--- src/include/dcpm_params.svh ---
// constants for the converter drive and current monitor block
// Summary of operation
// - third, fourth currents read-only, full scale 9.59 mA
// - fifth, sixth currents read-only, full scale 80.58 mA
// - period equals period code times tick
// - period bit 6 reads one; reset all ones
// - writing calibration bit starts routine; reads busy
// - read-only polarity bit fixed by device variant
// - minimum off time is code plus four ticks
// - width code sums on ticks, off code, four
`ifndef DCPM_PARAMS_SVH
`define DCPM_PARAMS_SVH
// register offsets on the serial control port
`define DCPM_ADDR_SENSE3 7'h56
`define DCPM_ADDR_SENSE4 7'h57
`define DCPM_ADDR_SENSE5 7'h58
`define DCPM_ADDR_SENSE6 7'h59
`define DCPM_ADDR_PERIOD 7'h5C
`define DCPM_ADDR_SWDLY 7'h5D
`define DCPM_ADDR_PW 7'h5E
// field positions and reset values
`define DCPM_PERIOD_RST 8'hFF
`define DCPM_PERIOD_FIXED 8'h40
`define DCPM_CAL_BIT 7
`define DCPM_POL_BIT 5
`define DCPM_TOF_RST 5'h00
`define DCPM_TOF_ADD 8'h04
// timing: tick of the converter and system clock, in picoseconds
`define DCPM_TICK_PS 61035
`define DCPM_CLK_PS 50000
// calibration routine length
`define DCPM_CAL_TIME_NS 100000
`define DCPM_CAL_CYCLES ((`DCPM_CAL_TIME_NS * 1000 + `DCPM_CLK_PS - 1) / `DCPM_CLK_PS)
`endif

--- src/include/dcpm_pkg.sv ---
// types shared by the converter drive block
package dcpm_pkg;
  // register access strobes from the serial port
  typedef struct packed {
    logic wr;
    logic rd;
    logic [6:0] addr;
    logic [7:0] wdata;
  } dcpm_bus_t;
  // one conversion result from the monitoring converter
  typedef struct packed {
    logic valid;
    logic [1:0] sel;
    logic [7:0] data;
  } dcpm_sense_t;
  typedef enum logic {CAL_IDLE, CAL_RUN} dcpm_cal_t;
endpackage

--- src/verilog/dcpm_spi_port.sv ---
// serial control port slave: command byte then data byte
`timescale 1ns/1ns
module dcpm_spi_port
  import dcpm_pkg::*;
(
  // clock, reset, enable
  input wire logic clk_sys,
  input wire logic resetn,
  input wire logic ce,
  // conditioned serial pins
  input wire logic sclk,
  input wire logic cs_n,
  input wire logic sdi,
  // register side
  input wire logic [7:0] rd_data,
  output dcpm_bus_t bus,
  // serial data out
  output logic sdo,
  output logic sdo_oe
);
  logic sclk_d_r;
  logic [4:0] bit_cnt_r;
  logic [7:0] shift_r;
  logic read_r;
  logic [7:0] tx_r;
  dcpm_bus_t bus_r;
  logic sdo_r;
  logic oe_r;
  // edge decode of the serial clock
  wire rise = sclk & ~sclk_d_r & ~cs_n;
  wire fall = ~sclk & sclk_d_r & ~cs_n;
  wire [7:0] byte_in = {shift_r[6:0], sdi};
  wire cmd_done = rise && (bit_cnt_r == 5'd7);
  wire dat_done = rise && (bit_cnt_r == 5'd15);
  wire in_data = (bit_cnt_r >= 5'd8) && (bit_cnt_r <= 5'd15);
  // shift in, issue strobes, shift out read data
  always_ff @(posedge clk_sys) begin
    if (!resetn) begin
      sclk_d_r <= 1'b1;
      bit_cnt_r <= 5'd0;
      shift_r <= 8'h00;
      read_r <= 1'b0;
      tx_r <= 8'h00;
      bus_r <= '0;
      sdo_r <= 1'b0;
      oe_r <= 1'b0;
    end else if (ce) begin
      sclk_d_r <= sclk;
      bus_r.wr <= dat_done && !read_r;
      bus_r.rd <= cmd_done && byte_in[7];
      if (cs_n) begin
        bit_cnt_r <= 5'd0;
      end else if (rise && bit_cnt_r != 5'd16) begin
        bit_cnt_r <= bit_cnt_r + 5'd1;
        shift_r <= byte_in;
      end
      if (cmd_done) begin
        read_r <= byte_in[7];
        bus_r.addr <= byte_in[6:0];
      end
      if (dat_done) begin
        bus_r.wdata <= byte_in;
      end
      if (bus_r.rd) begin
        tx_r <= rd_data; // capture in the cycle after the command byte
      end else if (fall && in_data && read_r) begin
        sdo_r <= tx_r[7];
        tx_r <= {tx_r[6:0], 1'b0};
      end
      oe_r <= !cs_n && read_r && (bit_cnt_r >= 5'd8);
    end
  end
  assign bus = bus_r;
  assign sdo = sdo_r;
  assign sdo_oe = oe_r;
endmodule

--- src/verilog/dcpm_pwm_gen.sv ---
// pwm period, minimum off time and pulse width measurement
`timescale 1ns/1ns
`include "dcpm_params.svh"
module dcpm_pwm_gen #(
  parameter bit FF_SAME_POLARITY = 1'b0
) (
  // clock, reset, enable
  input wire logic clk_sys,
  input wire logic resetn,
  input wire logic ce,
  // timing and settings
  input wire logic tick,
  input wire logic [7:0] period,
  input wire logic [4:0] tof,
  input wire logic hold,
  input wire logic trip,
  // drive and result
  output logic drive,
  output logic ff,
  output logic [7:0] pw_code
);
  logic [7:0] cnt_r;
  logic [7:0] on_cnt_r;
  logic tripped_r;
  logic drive_r;
  logic ff_r;
  logic [7:0] pw_r;
  logic [7:0] per_s_r;
  logic [4:0] tof_s_r;
  // off ticks and the longest on phase of one period; settings are taken
  // only at a period boundary, so a write in the off phase cannot cut it short
  wire [7:0] off_min = {3'b000, tof_s_r} + `DCPM_TOF_ADD;
  wire [7:0] max_on = (per_s_r > off_min) ? (per_s_r - off_min) : 8'h00;
  wire last = (cnt_r >= per_s_r - 8'd1);
  wire [7:0] nidx = last ? 8'h00 : cnt_r + 8'd1;
  wire [7:0] on_done = on_cnt_r + {7'd0, drive_r};
  // a trip or a calibration hold keeps the drive off until the period ends
  wire trip_seen = (tripped_r && !last) || trip || hold;
  wire drive_nxt = !trip_seen && (nidx < max_on);
  // period counter, drive state and width capture on each tick
  always_ff @(posedge clk_sys) begin
    if (!resetn) begin
      cnt_r <= 8'h00;
      on_cnt_r <= 8'h00;
      tripped_r <= 1'b0;
      drive_r <= 1'b0;
      ff_r <= ~FF_SAME_POLARITY;
      pw_r <= 8'h00;
      per_s_r <= `DCPM_PERIOD_RST;
      tof_s_r <= `DCPM_TOF_RST;
    end else if (ce && tick) begin
      cnt_r <= nidx;
      tripped_r <= trip_seen;
      drive_r <= drive_nxt;
      ff_r <= drive_nxt ^ ~FF_SAME_POLARITY;
      if (last) begin
        on_cnt_r <= 8'h00;
        per_s_r <= period;
        tof_s_r <= tof;
        pw_r <= on_done + off_min;
      end else begin
        on_cnt_r <= on_done;
      end
    end
  end
  assign drive = drive_r;
  assign ff = ff_r;
  assign pw_code = pw_r;
endmodule

--- src/verilog/dcpm_top.sv ---
// top of the converter drive: pins, registers, calibration, sense results
`timescale 1ns/1ns
`include "dcpm_params.svh"
module dcpm_top
  import dcpm_pkg::*;
#(
  parameter bit FF_SAME_POLARITY = 1'b0,
  parameter int CAL_CYCLES = `DCPM_CAL_CYCLES
) (
  // clock, reset, enable
  input wire logic clk_sys,
  input wire logic resetn,
  input wire logic ce,
  // serial control port pins
  input wire logic spi_sclk,
  input wire logic spi_cs_n,
  input wire logic spi_sdi,
  output logic spi_sdo,
  output logic spi_sdo_oe,
  // monitoring converter results
  input dcpm_sense_t sense,
  // power stage
  input wire logic peak_trip_pin,
  output logic converter_drive_pin,
  output logic feedforward_pin,
  output logic cal_active
);
  localparam int NPIN = 4;
  localparam logic [NPIN-1:0] PIN_IDLE = 4'b0011;
  localparam logic [16:0] TICK_PS = 17'(`DCPM_TICK_PS);
  localparam logic [16:0] CLK_PS = 17'(`DCPM_CLK_PS);
  localparam logic [15:0] CAL_LAST = 16'(CAL_CYCLES - 1);

  // ---- pin conditioning
  wire [NPIN-1:0] pin_raw = {peak_trip_pin, spi_sdi, spi_cs_n, spi_sclk};
  wire [NPIN-1:0] pin_clean;

  // three stages per pin; the level moves once stages two and three agree
  genvar gi;
  generate
    for (gi = 0; gi < NPIN; gi++) begin : g_sync
      logic s1_r;
      logic s2_r;
      logic s3_r;
      logic clean_r;
      always_ff @(posedge clk_sys) begin
        if (!resetn) begin
          s1_r <= PIN_IDLE[gi];
          s2_r <= PIN_IDLE[gi];
          s3_r <= PIN_IDLE[gi];
          clean_r <= PIN_IDLE[gi];
        end else if (ce) begin
          s1_r <= pin_raw[gi];
          s2_r <= s1_r;
          s3_r <= s2_r;
          if (s2_r == s3_r) begin
            clean_r <= s3_r;
          end
        end
      end
      assign pin_clean[gi] = clean_r;
    end
  endgenerate

  wire sclk_c = pin_clean[0];
  wire cs_n_c = pin_clean[1];
  wire sdi_c = pin_clean[2];
  wire trip_c = pin_clean[3];

  // ---- converter tick from the system clock
  // the tick is not a whole number of clock periods, so a phase
  // accumulator spreads the error; the mean tick length is exact
  // and single ticks jitter by one clock period
  logic [16:0] acc_r;
  logic tick_r;
  wire [16:0] acc_sum = acc_r + CLK_PS;
  wire tick_hit = (acc_sum >= TICK_PS);
  wire [16:0] acc_nxt = tick_hit ? (acc_sum - TICK_PS) : acc_sum;

  // accumulator and one-cycle tick pulse
  always_ff @(posedge clk_sys) begin
    if (!resetn) begin
      acc_r <= 17'h0_0000;
      tick_r <= 1'b0;
    end else if (ce) begin
      acc_r <= acc_nxt;
      tick_r <= tick_hit;
    end
  end

  // ---- serial port
  dcpm_bus_t bus;
  wire [7:0] rd_data;

  dcpm_spi_port u_spi (
    .clk_sys(clk_sys),
    .resetn(resetn),
    .ce(ce),
    .sclk(sclk_c),
    .cs_n(cs_n_c),
    .sdi(sdi_c),
    .rd_data(rd_data),
    .bus(bus),
    .sdo(spi_sdo),
    .sdo_oe(spi_sdo_oe)
  );

  // ---- address decode
  wire wr_period = bus.wr && (bus.addr == `DCPM_ADDR_PERIOD);
  wire wr_swdly = bus.wr && (bus.addr == `DCPM_ADDR_SWDLY);
  wire hit_sense = (bus.addr >= `DCPM_ADDR_SENSE3) && (bus.addr <= `DCPM_ADDR_SENSE6);
  wire [6:0] sense_off = bus.addr - `DCPM_ADDR_SENSE3;
  wire [1:0] sense_idx = sense_off[1:0];

  // ---- period and off-time settings
  logic [7:0] period_r;
  logic [4:0] tof_r;
  // bit 6 is forced on every write so it always reads one
  wire [7:0] period_nxt = bus.wdata | `DCPM_PERIOD_FIXED;

  // software settings
  always_ff @(posedge clk_sys) begin
    if (!resetn) begin
      period_r <= `DCPM_PERIOD_RST;
      tof_r <= `DCPM_TOF_RST;
    end else if (ce) begin
      if (wr_period) begin
        period_r <= period_nxt;
      end
      if (wr_swdly) begin
        tof_r <= bus.wdata[4:0];
      end
    end
  end

  // ---- peak current monitor calibration
  // the drive is held off while the routine runs, so the monitor
  // sees a quiet stage; a start written while busy is ignored
  dcpm_cal_t cal_state_r;
  dcpm_cal_t cal_state_nxt;
  logic [15:0] cal_cnt_r;
  logic [15:0] cal_cnt_nxt;
  logic cal_active_r;
  wire cal_start = wr_swdly && bus.wdata[`DCPM_CAL_BIT];
  wire cal_busy = (cal_state_r == CAL_RUN);
  wire cal_end = cal_busy && (cal_cnt_r == CAL_LAST);

  // next state of the calibration sequencer
  always_comb begin
    cal_state_nxt = cal_state_r;
    cal_cnt_nxt = cal_cnt_r;
    unique case (cal_state_r)
      CAL_IDLE: begin
        cal_cnt_nxt = 16'h0000;
        if (cal_start) begin
          cal_state_nxt = CAL_RUN;
        end
      end
      CAL_RUN: begin
        cal_cnt_nxt = cal_cnt_r + 16'h0001;
        if (cal_end) begin
          cal_state_nxt = CAL_IDLE;
          cal_cnt_nxt = 16'h0000;
        end
      end
    endcase
  end

  // calibration state registers
  always_ff @(posedge clk_sys) begin
    if (!resetn) begin
      cal_state_r <= CAL_IDLE;
      cal_cnt_r <= 16'h0000;
      cal_active_r <= 1'b0;
    end else if (ce) begin
      cal_state_r <= cal_state_nxt;
      cal_cnt_r <= cal_cnt_nxt;
      cal_active_r <= (cal_state_nxt == CAL_RUN);
    end
  end

  // ---- transistor current results
  // no reset here: contents stay unknown until the first conversion
  wire [7:0] sense_w [4];
  generate
    for (gi = 0; gi < 4; gi++) begin : g_sense
      logic [7:0] val_r;
      wire load = sense.valid && (sense.sel == 2'(gi));
      always_ff @(posedge clk_sys) begin
        if (ce && load) begin
          val_r <= sense.data;
        end
      end
      assign sense_w[gi] = val_r;
    end
  endgenerate

  // ---- pwm engine
  wire drive_w;
  wire ff_w;
  wire [7:0] pw_code_w;

  dcpm_pwm_gen #(
    .FF_SAME_POLARITY(FF_SAME_POLARITY)
  ) u_pwm (
    .clk_sys(clk_sys),
    .resetn(resetn),
    .ce(ce),
    .tick(tick_r),
    .period(period_r),
    .tof(tof_r),
    .hold(cal_busy),
    .trip(trip_c),
    .drive(drive_w),
    .ff(ff_w),
    .pw_code(pw_code_w)
  );

  // ---- read data
  wire pol_flag = FF_SAME_POLARITY;
  wire [7:0] swdly_rd = {cal_busy, 1'b0, pol_flag, tof_r};
  wire [7:0] sense_rd = sense_w[sense_idx];
  assign rd_data = hit_sense ? sense_rd :
                   (bus.addr == `DCPM_ADDR_PERIOD) ? period_r :
                   (bus.addr == `DCPM_ADDR_SWDLY) ? swdly_rd :
                   (bus.addr == `DCPM_ADDR_PW) ? pw_code_w :
                   8'h00; // unmapped offsets read zero

  // ---- outputs, each from a flip-flop
  assign converter_drive_pin = drive_w;
  assign feedforward_pin = ff_w;
  assign cal_active = cal_active_r;
endmodule

--- config.mk ---
export PLATFORM = sky130hd
export DESIGN_NAME = dcpm_top
export DESIGN_NICKNAME = d
export VERILOG_FILES = /design/src/include/dcpm_pkg.sv /design/src/verilog/dcpm_spi_port.sv /design/src/verilog/dcpm_pwm_gen.sv /design/src/verilog/dcpm_top.sv
export VERILOG_INCLUDE_DIRS = /design/src /design/src/include
export SDC_FILE = /design/constraint.sdc
export NUM_CORES = 1
export LEC_CHECK = 0
export ABC_AREA = 1
export BUFFER_PORTS_ARGS = -buffer_cell sky130_fd_sc_hd__buf_2
export CAP_MARGIN = 20
export CORE_MARGIN = 1.5
export CORE_UTILIZATION = 35
export CTS_BUF_LIST = sky130_fd_sc_hd__clkbuf_4 sky130_fd_sc_hd__clkbuf_8 sky130_fd_sc_hd__clkbuf_16
export CTS_CLUSTER_DIAMETER = 30
export DETAILED_ROUTE_END_ITERATION = 10
export HOLD_SLACK_MARGIN = 0.03
export PLACE_DENSITY_LB_ADDON = 0.15
export SLEW_MARGIN = 20
export SYNTH_ARGS = -nofsm -noshare
export SYNTH_HDL_FRONTEND = slang
export SYNTH_HIERARCHICAL = 1
export SYNTH_SLANG_ARGS = --single-unit
export TNS_END_PERCENT = 100
--- constraint.sdc ---
create_clock -name clk_sys -period 4.3 [get_ports clk_sys]
set_input_delay 0.86 -clock clk_sys [delete_from_list [all_inputs] [get_ports clk_sys]]
set_output_delay 0.86 -clock clk_sys [all_outputs]
set_load 0.02 [all_outputs]
== After elaboration in Yosys (flattened, before gate mapping) ==
Cells that the tools add are included.
Word-level totals
  input port bits: 18
  logic and storage cells: 158
  flip-flop bits (word level): 175
  output and inout bits: 5
Operators by class
  reduce and logical (&&, ||, !) cells: 48
  $lt $le $gt $ge: 9
  equal/unequal tests: 14
  add/sub/neg operators: 11
  muxes and demuxes: 20
  bitwise operators: 11
Operators by type and width (count)
  two-way mux 8 bit: 11
  case mux 16 bit (2 select lines): 1
  logical AND 1 bit: 26
  AND reduction 2 bit: 11
  == test 7 bit (second input constant): 3
  adder 17 x 16 -> 17 bit (second input constant): 1
  >= comparator 17 x 16 -> 1 bit (second input constant): 1
  two-way mux 17 bit: 1
  subtractor 17 x 16 -> 17 bit (second input constant): 1
  adder 16 x 1 -> 16 bit (second input constant): 1
  binary-select mux 8 bit (select 2 bit): 1
  == test 16 x 11 -> 1 bit (second input constant): 1
  two-way mux 16 bit: 1
  two-way mux 5 bit: 2
  adder 8 x 1 -> 8 bit: 1
  adder 8 x 1 -> 8 bit (second input constant): 1
  adder 8 bit: 1
  >= comparator 8 bit: 1
  > comparator 8 bit: 1
  less-than comparator 8 bit: 1
  subtractor 8 x 1 -> 8 bit (second input constant): 1
  subtractor 8 bit: 1
  >= comparator 7 bit (second input constant): 1
  <= comparator 7 bit (second input constant): 1
  22 further kinds: 41

== Logic depth before layout (Yosys ltp) ==
Gate-level depths: netlist of run 1.
  depth after elaboration: 9
  mapped depth: 23
  mapped depth without buffers: 23

== Modules after synthesis ==
Netlist of run 1, hierarchy kept.
Modules (own cells, without submodules)
  dcpm_top: cells each 613, seq. area each 2222.1 um2, instances 1, area each 4780.8 um2
  dcpm_pwm_gen: cells each 393, seq. area each 800.8 um2, instances 1, area each 2776.4 um2
  dcpm_spi_port: cells each 234, seq. area each 820.8 um2, instances 1, area each 1775.5 um2

== Worst setup path before layout of run 1 ==
Ideal clock, no wire load.
  kind: reg-to-reg
  start point: register u_pwm.per_s_r[1]
  end point: register u_pwm.ff_r (netlist: u_pwm/ff)
  cell stages (with the launch flop): 22
  data required time: 4.185 ns
  clock period less this slack: 3.047 ns
  setup time: 0.115 ns
  path buffers: 0
  data arrival time: 2.932 ns
  setup slack: 1.253 ns
  cells stage by stage: dfxtp_1 nor2_1 nand2_1 or3_1 nor3_1 xor2_1 ha_1 a21o_1 nor2_1 nand2_2 inv_2 nand3_1 inv_1 ha_1 a21oi_1 o21ai_0 nor4_1 nand2_1 inv_1 nand2_1 nand2_1 nand2_1
Between the ends
  elaborated cells on any way between the ends: 14
  those cells by class: add/sub: 2; order compare: 3; mux: 2; bitwise: 1; reduce/logical: 6
RTL lines
  start: declaration: RTL line dcpm_pwm_gen.sv:28  | logic [7:0] per_s_r;
  start signal: assignment: RTL line dcpm_pwm_gen.sv:49  | per_s_r <= `DCPM_PERIOD_RST;
  start signal: assignment: RTL line dcpm_pwm_gen.sv:58  | per_s_r <= period;
  subtractor 8 x 1 -> 8 bit: RTL line dcpm_pwm_gen.sv:34  | wire last = (cnt_r >= per_s_r - 8'd1);
  >= comparator 8 bit: RTL line dcpm_pwm_gen.sv:34
  two-way mux 8 bit: RTL line dcpm_pwm_gen.sv:35  | wire [7:0] nidx = last ? 8'h00 : cnt_r + 8'd1;
  via u_pwm.nidx[5]: RTL line dcpm_pwm_gen.sv:35
  less-than comparator 8 bit: RTL line dcpm_pwm_gen.sv:39  | wire drive_nxt = !trip_seen && (nidx < max_on);
  logical AND 1 bit: RTL line dcpm_pwm_gen.sv:39
  NOT 1 bit (no line)
  end signal: assignment: RTL line dcpm_pwm_gen.sv:47  | ff_r <= ~FF_SAME_POLARITY;
  end signal: assignment: RTL line dcpm_pwm_gen.sv:55  | ff_r <= drive_nxt ^ ~FF_SAME_POLARITY;
  end: declaration: RTL line dcpm_pwm_gen.sv:26  | logic ff_r;
The timed path passes the listed nets, and every way through them passes these cells.
A chain may end at the register's enable or synchronous reset.

== Final worst setup path of run 1 ==
Same ends and word-level chain as after synthesis.

==> metrics.yaml, run 1 <==
run_status:
  status: "complete, no violations"
timing:
  totalNegativeSetupSlack_ns: 0
  report.final.setup_viol: 0
  final_max_slew_viol_count: 0
  hold_violations: 0
  grt_setup_unrepaired: "false"
  worst_slew_pin_slew_ns: 0.754
  hold_slack_ns: 0.465
  layout_worst_path_cycle_share_pct: 78.7
  fin_skew_ns: 0.0109
  layout_min_cycle_time_ns: 3.38
  worst_slew_margin_rel_pct: 49.7
  max_clock_freq_mhz: 296
grt:
  pin_count_of_the_biggest_net_entering_global_routing: 36
  grt-ovfl-total: 0
  antenna_found_initial: 0
  first_pass_grt_wire_length_mm: 36.6
  global_route.usage.total_pct: 16.2
  grt_pass1_vias: 7294
setup_path:
  crit_top_cell: "sky130_fd_sc_hd__nand2_1"
  crit_arrival_ns: 3.71
  cp.buffers_inverters: 3
  worst_setup_path_end_kind: "flop"
  path_class: "reg2reg"
  path_delay_family: "simple AND/OR/NAND/NOR gates"
  worstPathRequired_ns: 4.63
  critical_path.max_stage_delay_ns: 0.35
  worst_path_cell_trace: "nor2_1 -> nand2_1 -> or3_1 -> nor3_1 -> xor2_1 -> ha_1 -> a21o_1 -> nor2_1 -> nand2_2 -> inv_2 -> nand3_1 -> inv_1 -> ha_1 -> a21oi_1 -> o21ai_0 -> nor4_1 -> nand2_1 -> inv_1 -> nand2_1 -> nand2_1 -> nand2_1"
  timing.critical_path.slowest_stage_cell: "sky130_fd_sc_hd__dfxtp_1"
  critical_path_peak_fanout: 6
  timing.critical_path.from_type: "flop"
clock_network:
  tritoncts: "yes"
  cts_setup_buffers: 0
  clkSinkCount: 175
  clk_pin_slew_ns: 0.08
  clk_path_buf_depth: 2
  ctsHtreeMaxLevel: 4
  postCtsHoldBufs: 0
  insertion_delay_ns: 0.44
  postCtsResizedCells: 0
  tritoncts_buffer_count: 17
  buffer_type_at_the_clock_tree_root: "sky130_fd_sc_hd__clkbuf_16"
place:
  globalplace.congestion: 0.805
  numPortBuffers: 22
  placed_area_sq_um: 9700
  place_hpwl_mm: 15.7
layout:
  mostFrequentLayoutCells: "sky130_fd_sc_hd__nand2_1, sky130_fd_sc_hd__dfxtp_1, sky130_fd_sc_hd__nor2_1, sky130_fd_sc_hd__inv_1, sky130_fd_sc_hd__a21oi_1"
  layout.nets: 1308
  layout_commonest_cell: "sky130_fd_sc_hd__nand2_1"
  fin_area_sq_um: 10300
  final_core_utilization_pct: 39.6
  syn_to_final_growth_pct: 11.0
  layout-drive-gt1-share_pct: 10.4
  antennaDiodeCount: 0
die:
  design.die.area_sq_um: 27600
  core-area_sq_um: 26100
  die_h_um: 166
  start_util_pct: 35.7
  floorplan.io_pins: 23
  rows: 59
  floorplan.die.width_um: 166
power_and_ir_drop:
  static-leakage-power_nw: 4.39
  power-per-cell-area_nw_per_um2: 375
  peakVddDrop_v: 0.000278
route:
  vias_post_dr: 7720
  drt_iter0_markers: 431
  route.antenna.remaining_nets: 0
  detail_route.first_pass.iterations: 5
  detail_route.wl_per_cell_um: 13.5
  drt_drc_violations_left: 0
  vias_per_cell: 4.84
  drt-total-wl_mm: 21.5
job:
  max_cap_viol_count: 0
synth:
  postSynthNetCount: 1296
  syn-instance-count: 1236
  synthesis.area_per_instance_sq_um: 7.52
  synth.yosys.warnings: 6
  netlist_area_sq_um: 9300
hold_path:
  worst_hold_path_type: "reg2reg"
[layer usage]
layer	wire (um)	track usage, %	vias up	share of wire [%]
met2	9620	25.1	59	45
met4	298	5.13	0	1.4
li1	-	-	4105	-
met1	11100	22.8	3538	52
met3	484	2.96	18	2.2
met5	0	0	-	0
[flip-flops by register name (all words and copies together) (netlist names), 3 cells and up]
signal / cells
u_pwm/per_s_r: 8
acc_r: 17
tof_r: 5
g_sync.s3_r: 4
g_sync.s2_r: 4
u_pwm/on_cnt_r: 8
u_spi/bus: 16
u_spi/tx_r: 8
g_sync.clean_r: 3
u_pwm/cnt_r: 8
u_spi/shift_r: 7
period_r: 7
cal_cnt_r: 16
g_sense.val_r: 32
u_pwm/tof_s_r: 5
u_spi/bit_cnt_r: 5
g_sync.s1_r: 4
u_pwm/pw_code: 8
[power breakdown]
group / switching (mW) / total (mW) / internal [mW]
clock: 0.772 / 1.62 / 0.851
combinational: 0.324 / 0.488 / 0.164
sequential: 0.0421 / 1.76 / 1.72
total: 1.14 / 3.87 / 2.73
[final timing paths]
| check | slack [ns] | cells past startpoint | startpoint | endpoint |
|---|---|---|---|---|
| worst max register to register | 0.92 | 21 | u_pwm/per_s_r[1]$_SDFFE_PN1P_ | u_pwm/ff$_SDFFE_PN1P_ |
| worst max-delay path | 0.92 | 21 | u_pwm/per_s_r[1]$_SDFFE_PN1P_ | u_pwm/ff$_SDFFE_PN1P_ |
| worst min register to register | 0.47 | 2 | g_sync[1].s2_r$_SDFFE_PN1P_ | g_sync[1].s2_r$_SDFFE_PN1P_ |
| worst min-delay path | 0.47 | 2 | g_sync[1].s2_r$_SDFFE_PN1P_ | g_sync[1].s2_r$_SDFFE_PN1P_ |
[worst min-delay path: cells and delay by family, from the launching register on]
family / cells / cell delay, ns
DFF: 1 / 0.34
and+or+nand+nor: 2 / 0.10
[per-stage QoR]
stage               instances  power [mW]  worst slack, ns
floorplan                1236        2.18             1.25
global placement         1564        2.28            0.978
detailed placement       1564        2.29            0.934
CTS                      1596        3.93            0.913
global route             1596        4.07            0.552
finish                   1596        3.87            0.917
[layout make-up]
class                      count  area [sq um]
clock buffer                  17           425
tap                          335           419
multi-input combinational    888          4770
inverter                     135           512
timing repair buffer          31           178
sequential                   175          3820
clock inverter                15           193
fill                        2760         15700
(Power assumes the default switching activity.)
==> run 2, diff against run 1 <==
--- a/config.mk
+++ b/config.mk
@@ -6,7 +6,7 @@
 export SDC_FILE = /design/constraint.sdc
 export NUM_CORES = 1
 export LEC_CHECK = 0
-export ABC_AREA = 1
+export ABC_AREA = 0
 export BUFFER_PORTS_ARGS = -buffer_cell sky130_fd_sc_hd__buf_2
 export CAP_MARGIN = 20
 export CORE_MARGIN = 1.5
==> constraint.sdc (replaced) <==
create_clock -name clk_sys -period 3 [get_ports clk_sys]
set_input_delay 0.6 -clock clk_sys [delete_from_list [all_inputs] [get_ports clk_sys]]
set_output_delay 0.6 -clock clk_sys [all_outputs]
set_load 0.02 [all_outputs]
==> run 2 against run 1 <==
Against the previous run: the flow now finishes with violations (setup timing); critical endpoint unchanged; sequential cell count unchanged; highest routed layer unchanged; non-clock buffer count increased by 69; worst setup slack worse by 1.0 ns; power increased by 68%; register-to-register slack worse by 1.0 ns; fmax up 9.0%; first-iteration DRC count up 29%; final cell count decreased by 2.4%; wire length rose by 12%.
==> metrics.yaml, run 2 <==
run_status:
  status: "finished with violations"
  violated_checks: "setup timing"
clock_network:
  tritoncts: "yes"
  clkSinkCount: 175
  clk_path_buf_depth: 2
  insertion_delay_ns: 0.43
  tritoncts_buffer_count: 17
  buffer_type_at_the_clock_tree_root: "sky130_fd_sc_hd__clkbuf_16"
  clk_pin_slew_ns: 0.07
  ctsHtreeMaxLevel: 4
synth:
  synthesis.area_per_instance_sq_um: 8.79
  synth.yosys.warnings: 6
  syn-instance-count: 1114
  netlist_area_sq_um: 9790
  postSynthNetCount: 1174
timing:
  report.final.setup_viol: 2
  hold_violations: 0
  grt_setup_unrepaired: "true"
  setup_ws_ns: -0.104
  fin_skew_ns: 0.0138
  totalNegativeSetupSlack_ns: -0.196
  worst_slew_pin_slew_ns: 0.992
  worst_slew_margin_rel_pct: 33.8
  final_max_slew_viol_count: 0
  layout_min_cycle_time_ns: 3.10
  layout_worst_path_cycle_share_pct: 103
  max_clock_freq_mhz: 322
job:
  max_cap_viol_count: 0
setup_path:
  path_delay_family: "compound AO/OA/AOI/OAI gates"
  crit_arrival_ns: 3.41
  timing.critical_path.slowest_stage_cell: "sky130_fd_sc_hd__dfxtp_2"
  path_class: "reg2reg"
  critical_path.max_stage_delay_ns: 0.34
  crit_top_cell: "sky130_fd_sc_hd__ha_1"
  timing.critical_path.from_type: "flop"
  worstPathRequired_ns: 3.30
  cp.buffers_inverters: 2
  worst_setup_path_end_kind: "flop"
  critical_path_peak_fanout: 8
  worst_path_cell_trace: "inv_4 -> ha_4 -> nand2_2 -> nor3_2 -> xnor2_1 -> ha_1 -> a21o_1 -> a221oi_2 -> o21ai_2 -> buf_6 -> nor2_1 -> ha_1 -> a21oi_1 -> nand4bb_1 -> a311oi_2 -> a31oi_1"
route:
  drt-total-wl_mm: 24.1
  drt_iter0_markers: 557
  route.antenna.remaining_nets: 0
  detail_route.first_pass.iterations: 5
  vias_per_cell: 5.18
  detail_route.wl_per_cell_um: 15.5
  drt_drc_violations_left: 0
  vias_post_dr: 8066
grt:
  grt_pass1_vias: 7758
  global_route.usage.total_pct: 17.3
  pin_count_of_the_biggest_net_entering_global_routing: 75
  grt-ovfl-total: 0
  antenna_found_initial: 0
  first_pass_grt_wire_length_mm: 40.1
layout:
  fin_cells: 1557
  max_flop_register: "g_sense.val_r"
  antennaDiodeCount: 0
  syn_to_final_growth_pct: 15.4
  mostFrequentLayoutCells: "sky130_fd_sc_hd__dfxtp_1, sky130_fd_sc_hd__nand2_1, sky130_fd_sc_hd__buf_4, sky130_fd_sc_hd__nor2_1, sky130_fd_sc_hd__a21oi_1"
  largestRegisters: "g_sense.val_r x32, acc_r x17"
  layout.nets: 1226
  layout-drive-gt1-share_pct: 15.4
  fillers: 2806
  largest_register_ff_count: 32
  layout_commonest_cell: "sky130_fd_sc_hd__dfxtp_1"
power_and_ir_drop:
  power-per-cell-area_nw_per_um2: 575
  static-leakage-power_nw: 4.42
  power.total_mw: 6.50
  peakVddDrop_v: 0.000360
die:
  die_h_um: 170
  design.die.area_sq_um: 29000
  floorplan.io_pins: 23
  rows: 61
  core-area_sq_um: 27600
  floorplan.die.width_um: 170
  start_util_pct: 35.4
place:
  placedCellCount: 1523
  globalplace.congestion: 0.797
  detailedPlace.worstSlack_ns: -0.180
  place_hpwl_mm: 17.1
  numPortBuffers: 22
hold_path:
  worst_hold_path_type: "in2reg"
run 2: per-stage QoR:
| stage | hold slack [ns] | utilization, % | instance area, sq um |
|---|---|---|---|
| floorplan | 0.430 | - | 9830 |
| global placement | 0.443 | 38.5 | 10700 |
| detailed placement | 0.447 | 38.5 | 10700 |
| CTS | 0.361 | 40.8 | 11300 |
| global route | 0.358 | 40.9 | 11300 |
| finish | 0.381 | 40.9 | 11300 |
run 2: report_power, final:
| part | total, mW | internal, mW | leakage, nW | switching, mW |
|---|---|---|---|---|
| registers | 2.68 | 2.51 | 1.45 | 0.172 |
| logic | 1.55 | 0.641 | 2.69 | 0.914 |
| clock network | 2.27 | 1.19 | 0.289 | 1.08 |
run 2: final timing paths:
kind                                 startpoint                        endpoint  slack (ns)  depth (start not counted)
setup / recovery  u_pwm/per_s_r[0]$_SDFFE_PN1P_           u_pwm/ff$_SDFFE_PN1P_       -0.10                         16
hold reg to reg     g_sync[3].s3_r$_SDFFE_PN0P_  g_sync[3].clean_r$_SDFFE_PN0P_        0.46                          2
setup reg to reg  u_pwm/per_s_r[0]$_SDFFE_PN1P_           u_pwm/ff$_SDFFE_PN1P_       -0.10                         16
hold / removal                         sense[4]   g_sense[2].val_r[4]$_DFFE_PP_        0.38                          1
run 2: area by class of cell:
type | instances | area [sq um] | share of cell area, %
Timing Repair Buffer | 100 | 702 | 6.21
Tap cell | 378 | 473 | 4.19
Clock inverter | 15 | 166 | 1.47
Clock buffer | 17 | 425 | 3.76
Sequential cell | 175 | 3830 | 33.9
Inverter | 34 | 130 | 1.15
Multi-Input combinational cell | 838 | 5580 | 49.3
run 2: repair_timing:
action	4_1_cts	5_1_grt
hold buffers	0	0
pin swaps	3	2
endpoints found under the setup margin	22	6
setup buffers	1	1
gates resized for setup	5	8
run 2: worst register-to-register path, delay by kind of cell (launching register included):
| kind | cells | cell delay, ns |
|---|---|---|
| buffers and inverters | 2 | 0.23 |
| xor gates and xnor gates | 1 | 0.14 |
| and+or+nand+nor | 4 | 0.42 |
| adders and majority gates | 3 | 0.64 |
| DFF | 1 | 0.34 |
| AOI/OAI and AO/OA | 6 | 1.18 |
run 2: routing by layer:
metal	vias to the layer above	share of wire, %	wire length, um	GRT usage (%)
li1	4116	-	-	-
met1	3830	51	12300	23.9
met2	105	45	10900	27.9
met3	15	2.4	574	3.19
met4	0	0.98	235	4.42
met5	-	0	0	0
==> run 3, diff against run 2 <==
--- a/config.mk
+++ b/config.mk
@@ -9,7 +9,7 @@
 export ABC_AREA = 0
 export BUFFER_PORTS_ARGS = -buffer_cell sky130_fd_sc_hd__buf_2
 export CAP_MARGIN = 20
-export CORE_MARGIN = 1.5
+export CORE_MARGIN = 2
 export CORE_UTILIZATION = 35
 export CTS_BUF_LIST = sky130_fd_sc_hd__clkbuf_4 sky130_fd_sc_hd__clkbuf_8 sky130_fd_sc_hd__clkbuf_16
 export CTS_CLUSTER_DIAMETER = 30
==> run 3 against run 2 <==
Against the previous run: the flow still finishes with violations (setup timing); fmax grew 0.66%; power grew 1.0%; critical path depth grew 3; sequential share of layout area shrank 0.48 points; count of clock-buffer cells in the layout is the same; largest power group unchanged.
==> metrics.yaml, run 3 (synthesis results as in run 2) <==
run_status:
  status: "finished with violations"
  violated_checks: "setup timing"
die:
  die_h_um: 171
  design.die.area_sq_um: 29300
  floorplan.die.width_um: 171
  rows: 61
  start_util_pct: 35.4
  core-area_sq_um: 27600
  floorplan.io_pins: 23
place:
  place_hpwl_mm: 17.0
  placed_area_sq_um: 10600
  numPortBuffers: 22
  placedCellCount: 1522
  globalplace.congestion: 0.790
clock_network:
  clk_pin_slew_ns: 0.08
  clk_path_buf_depth: 2
  clkSinkCount: 175
  ctsHtreeMaxLevel: 4
  tritoncts: "yes"
  tritoncts_buffer_count: 17
  insertion_delay_ns: 0.44
  buffer_type_at_the_clock_tree_root: "sky130_fd_sc_hd__clkbuf_16"
power_and_ir_drop:
  power-per-cell-area_nw_per_um2: 573
  peakVddDrop_v: 0.000368
  power.total_mw: 6.57
  static-leakage-power_nw: 4.47
layout:
  layout.nets: 1230
  max_flop_register: "g_sense.val_r"
  layout_commonest_cell: "sky130_fd_sc_hd__dfxtp_1"
  largestRegisters: "g_sense.val_r x32, acc_r x17"
  syn_to_final_growth_pct: 17.1
  layout-drive-gt1-share_pct: 16.6
  mostFrequentLayoutCells: "sky130_fd_sc_hd__dfxtp_1, sky130_fd_sc_hd__nand2_1, sky130_fd_sc_hd__buf_4, sky130_fd_sc_hd__nor2_1"
  fin_area_sq_um: 11500
  largest_register_ff_count: 32
  antennaDiodeCount: 0
  fin_cells: 1561
timing:
  worst_slew_margin_rel_pct: 34.8
  setup_ws_ns: -0.0835
  hold_violations: 0
  worst_slew_pin_slew_ns: 0.976
  layout_worst_path_cycle_share_pct: 103
  final_max_slew_viol_count: 0
  grt_setup_unrepaired: "true"
  max_clock_freq_mhz: 324
  fin_skew_ns: 0.0112
  layout_min_cycle_time_ns: 3.08
  report.final.setup_viol: 2
grt:
  grt-ovfl-total: 0
  use_met2_pct: 27.5
  grt_pass1_vias: 7731
  global_route.usage.total_pct: 17.2
  met1_usage_pct: 24.0
  busiest_layer: "met2"
  use_met3_pct: 2.69
  antenna_found_initial: 0
  pin_count_of_the_biggest_net_entering_global_routing: 75
  first_pass_grt_wire_length_mm: 40.3
route:
  drt_iter0_markers: 502
  route.antenna.remaining_nets: 0
  drt-total-wl_mm: 24.1
  vias_per_cell: 5.12
  detail_route.first_pass.iterations: 5
  detail_route.wl_per_cell_um: 15.5
  vias_post_dr: 7990
  drt_drc_violations_left: 0
setup_path:
  cp.buffers_inverters: 3
  critical_path.max_stage_delay_ns: 0.34
  worstPathRequired_ns: 3.31
  crit_arrival_ns: 3.39
  worst_setup_path_end_kind: "flop"
  critical_path_peak_fanout: 6
  timing.critical_path.slowest_stage_cell: "sky130_fd_sc_hd__dfxtp_2"
  timing.critical_path.from_type: "flop"
  path_class: "reg2reg"
  path_delay_family: "compound AO/OA/AOI/OAI gates"
  worst_path_cell_trace: "inv_4 -> ha_4 -> nand2_2 -> nor3_2 -> xnor2_1 -> ha_1 -> a21o_1 -> a221oi_2 -> o21ai_2 -> buf_6 -> buf_6 -> nor2_4 -> ha_4 -> o211ai_1 -> nor3_1 -> nor2_1 -> nor2_1 -> a311oi_2 -> a31oi_1"
hold_path:
  worst_hold_path_type: "in2reg"
job:
  max_cap_viol_count: 0
[run 3: cell types whose count changed in the layout (fill, tap and decap cells not counted), sizes merged]
cell,change
buf,+4
inv,-1
clkinvlp,+1
[run 3: power breakdown]
group          switching, mW  internal (mW)  total, mW
Clock                   1.10           1.20       2.31
Combinational          0.927          0.652       1.58
Sequential             0.176           2.51       2.68
Total                   2.20           4.36       6.57
[run 3: worst paths after layout]
kind | to | slack [ns] | from | depth (start not counted)
worst max register to register | u_pwm/ff$_SDFFE_PN1P_ | -0.08 | u_pwm/per_s_r[0]$_SDFFE_PN1P_ | 19
worst max-delay path | u_pwm/ff$_SDFFE_PN1P_ | -0.08 | u_pwm/per_s_r[0]$_SDFFE_PN1P_ | 19
worst min-delay path | g_sense[3].val_r[4]$_DFFE_PP_ | 0.37 | sense[4] | 1
worst min register to register | u_spi/tx_r[2]$_SDFFE_PN0P_ | 0.46 | u_spi/tx_r[2]$_SDFFE_PN0P_ | 2
[run 3: cell type report]
type	instances	area, sq um
clock buffers	17	425
clock inverters	15	190
fillers	2823	16200
flip-flops and latches	175	3830
multi-input cells	838	5670
well taps	378	473
inverters	34	133
repair buffers	104	739
[run 3: routing by layer]
| layer | wire [um] | part of all wire, % |
|---|---|---|
| met2 | 11000 | 45 |
| met4 | 276 | 1.1 |
| met1 | 12400 | 51 |
| met5 | 0 | 0 |
| met3 | 521 | 2.2 |
[run 3: per-stage QoR]
stage                     setup TNS [ns]  worst slack (ns)  util, %  hold WS, ns
final                             -0.162           -0.0835     41.5        0.371
after global routing              -0.961            -0.350     41.5        0.354
after CTS                         -0.249            -0.127     41.3        0.354
after detailed placement           -3.46            -0.252     38.5        0.448
after global placement             -2.92            -0.222     38.5        0.446
after floorplan                        0           0.00856        -        0.430
[run 3: timing repair]
action | in CTS | in global routing
endpoints found under the hold margin | 0 | 0
hold buffers | 0 | 0
resized for setup | 27 | 8
setup endpoints to repair | 23 | 22
pin swaps | 19 | 8
buffers inserted | 5 | 2
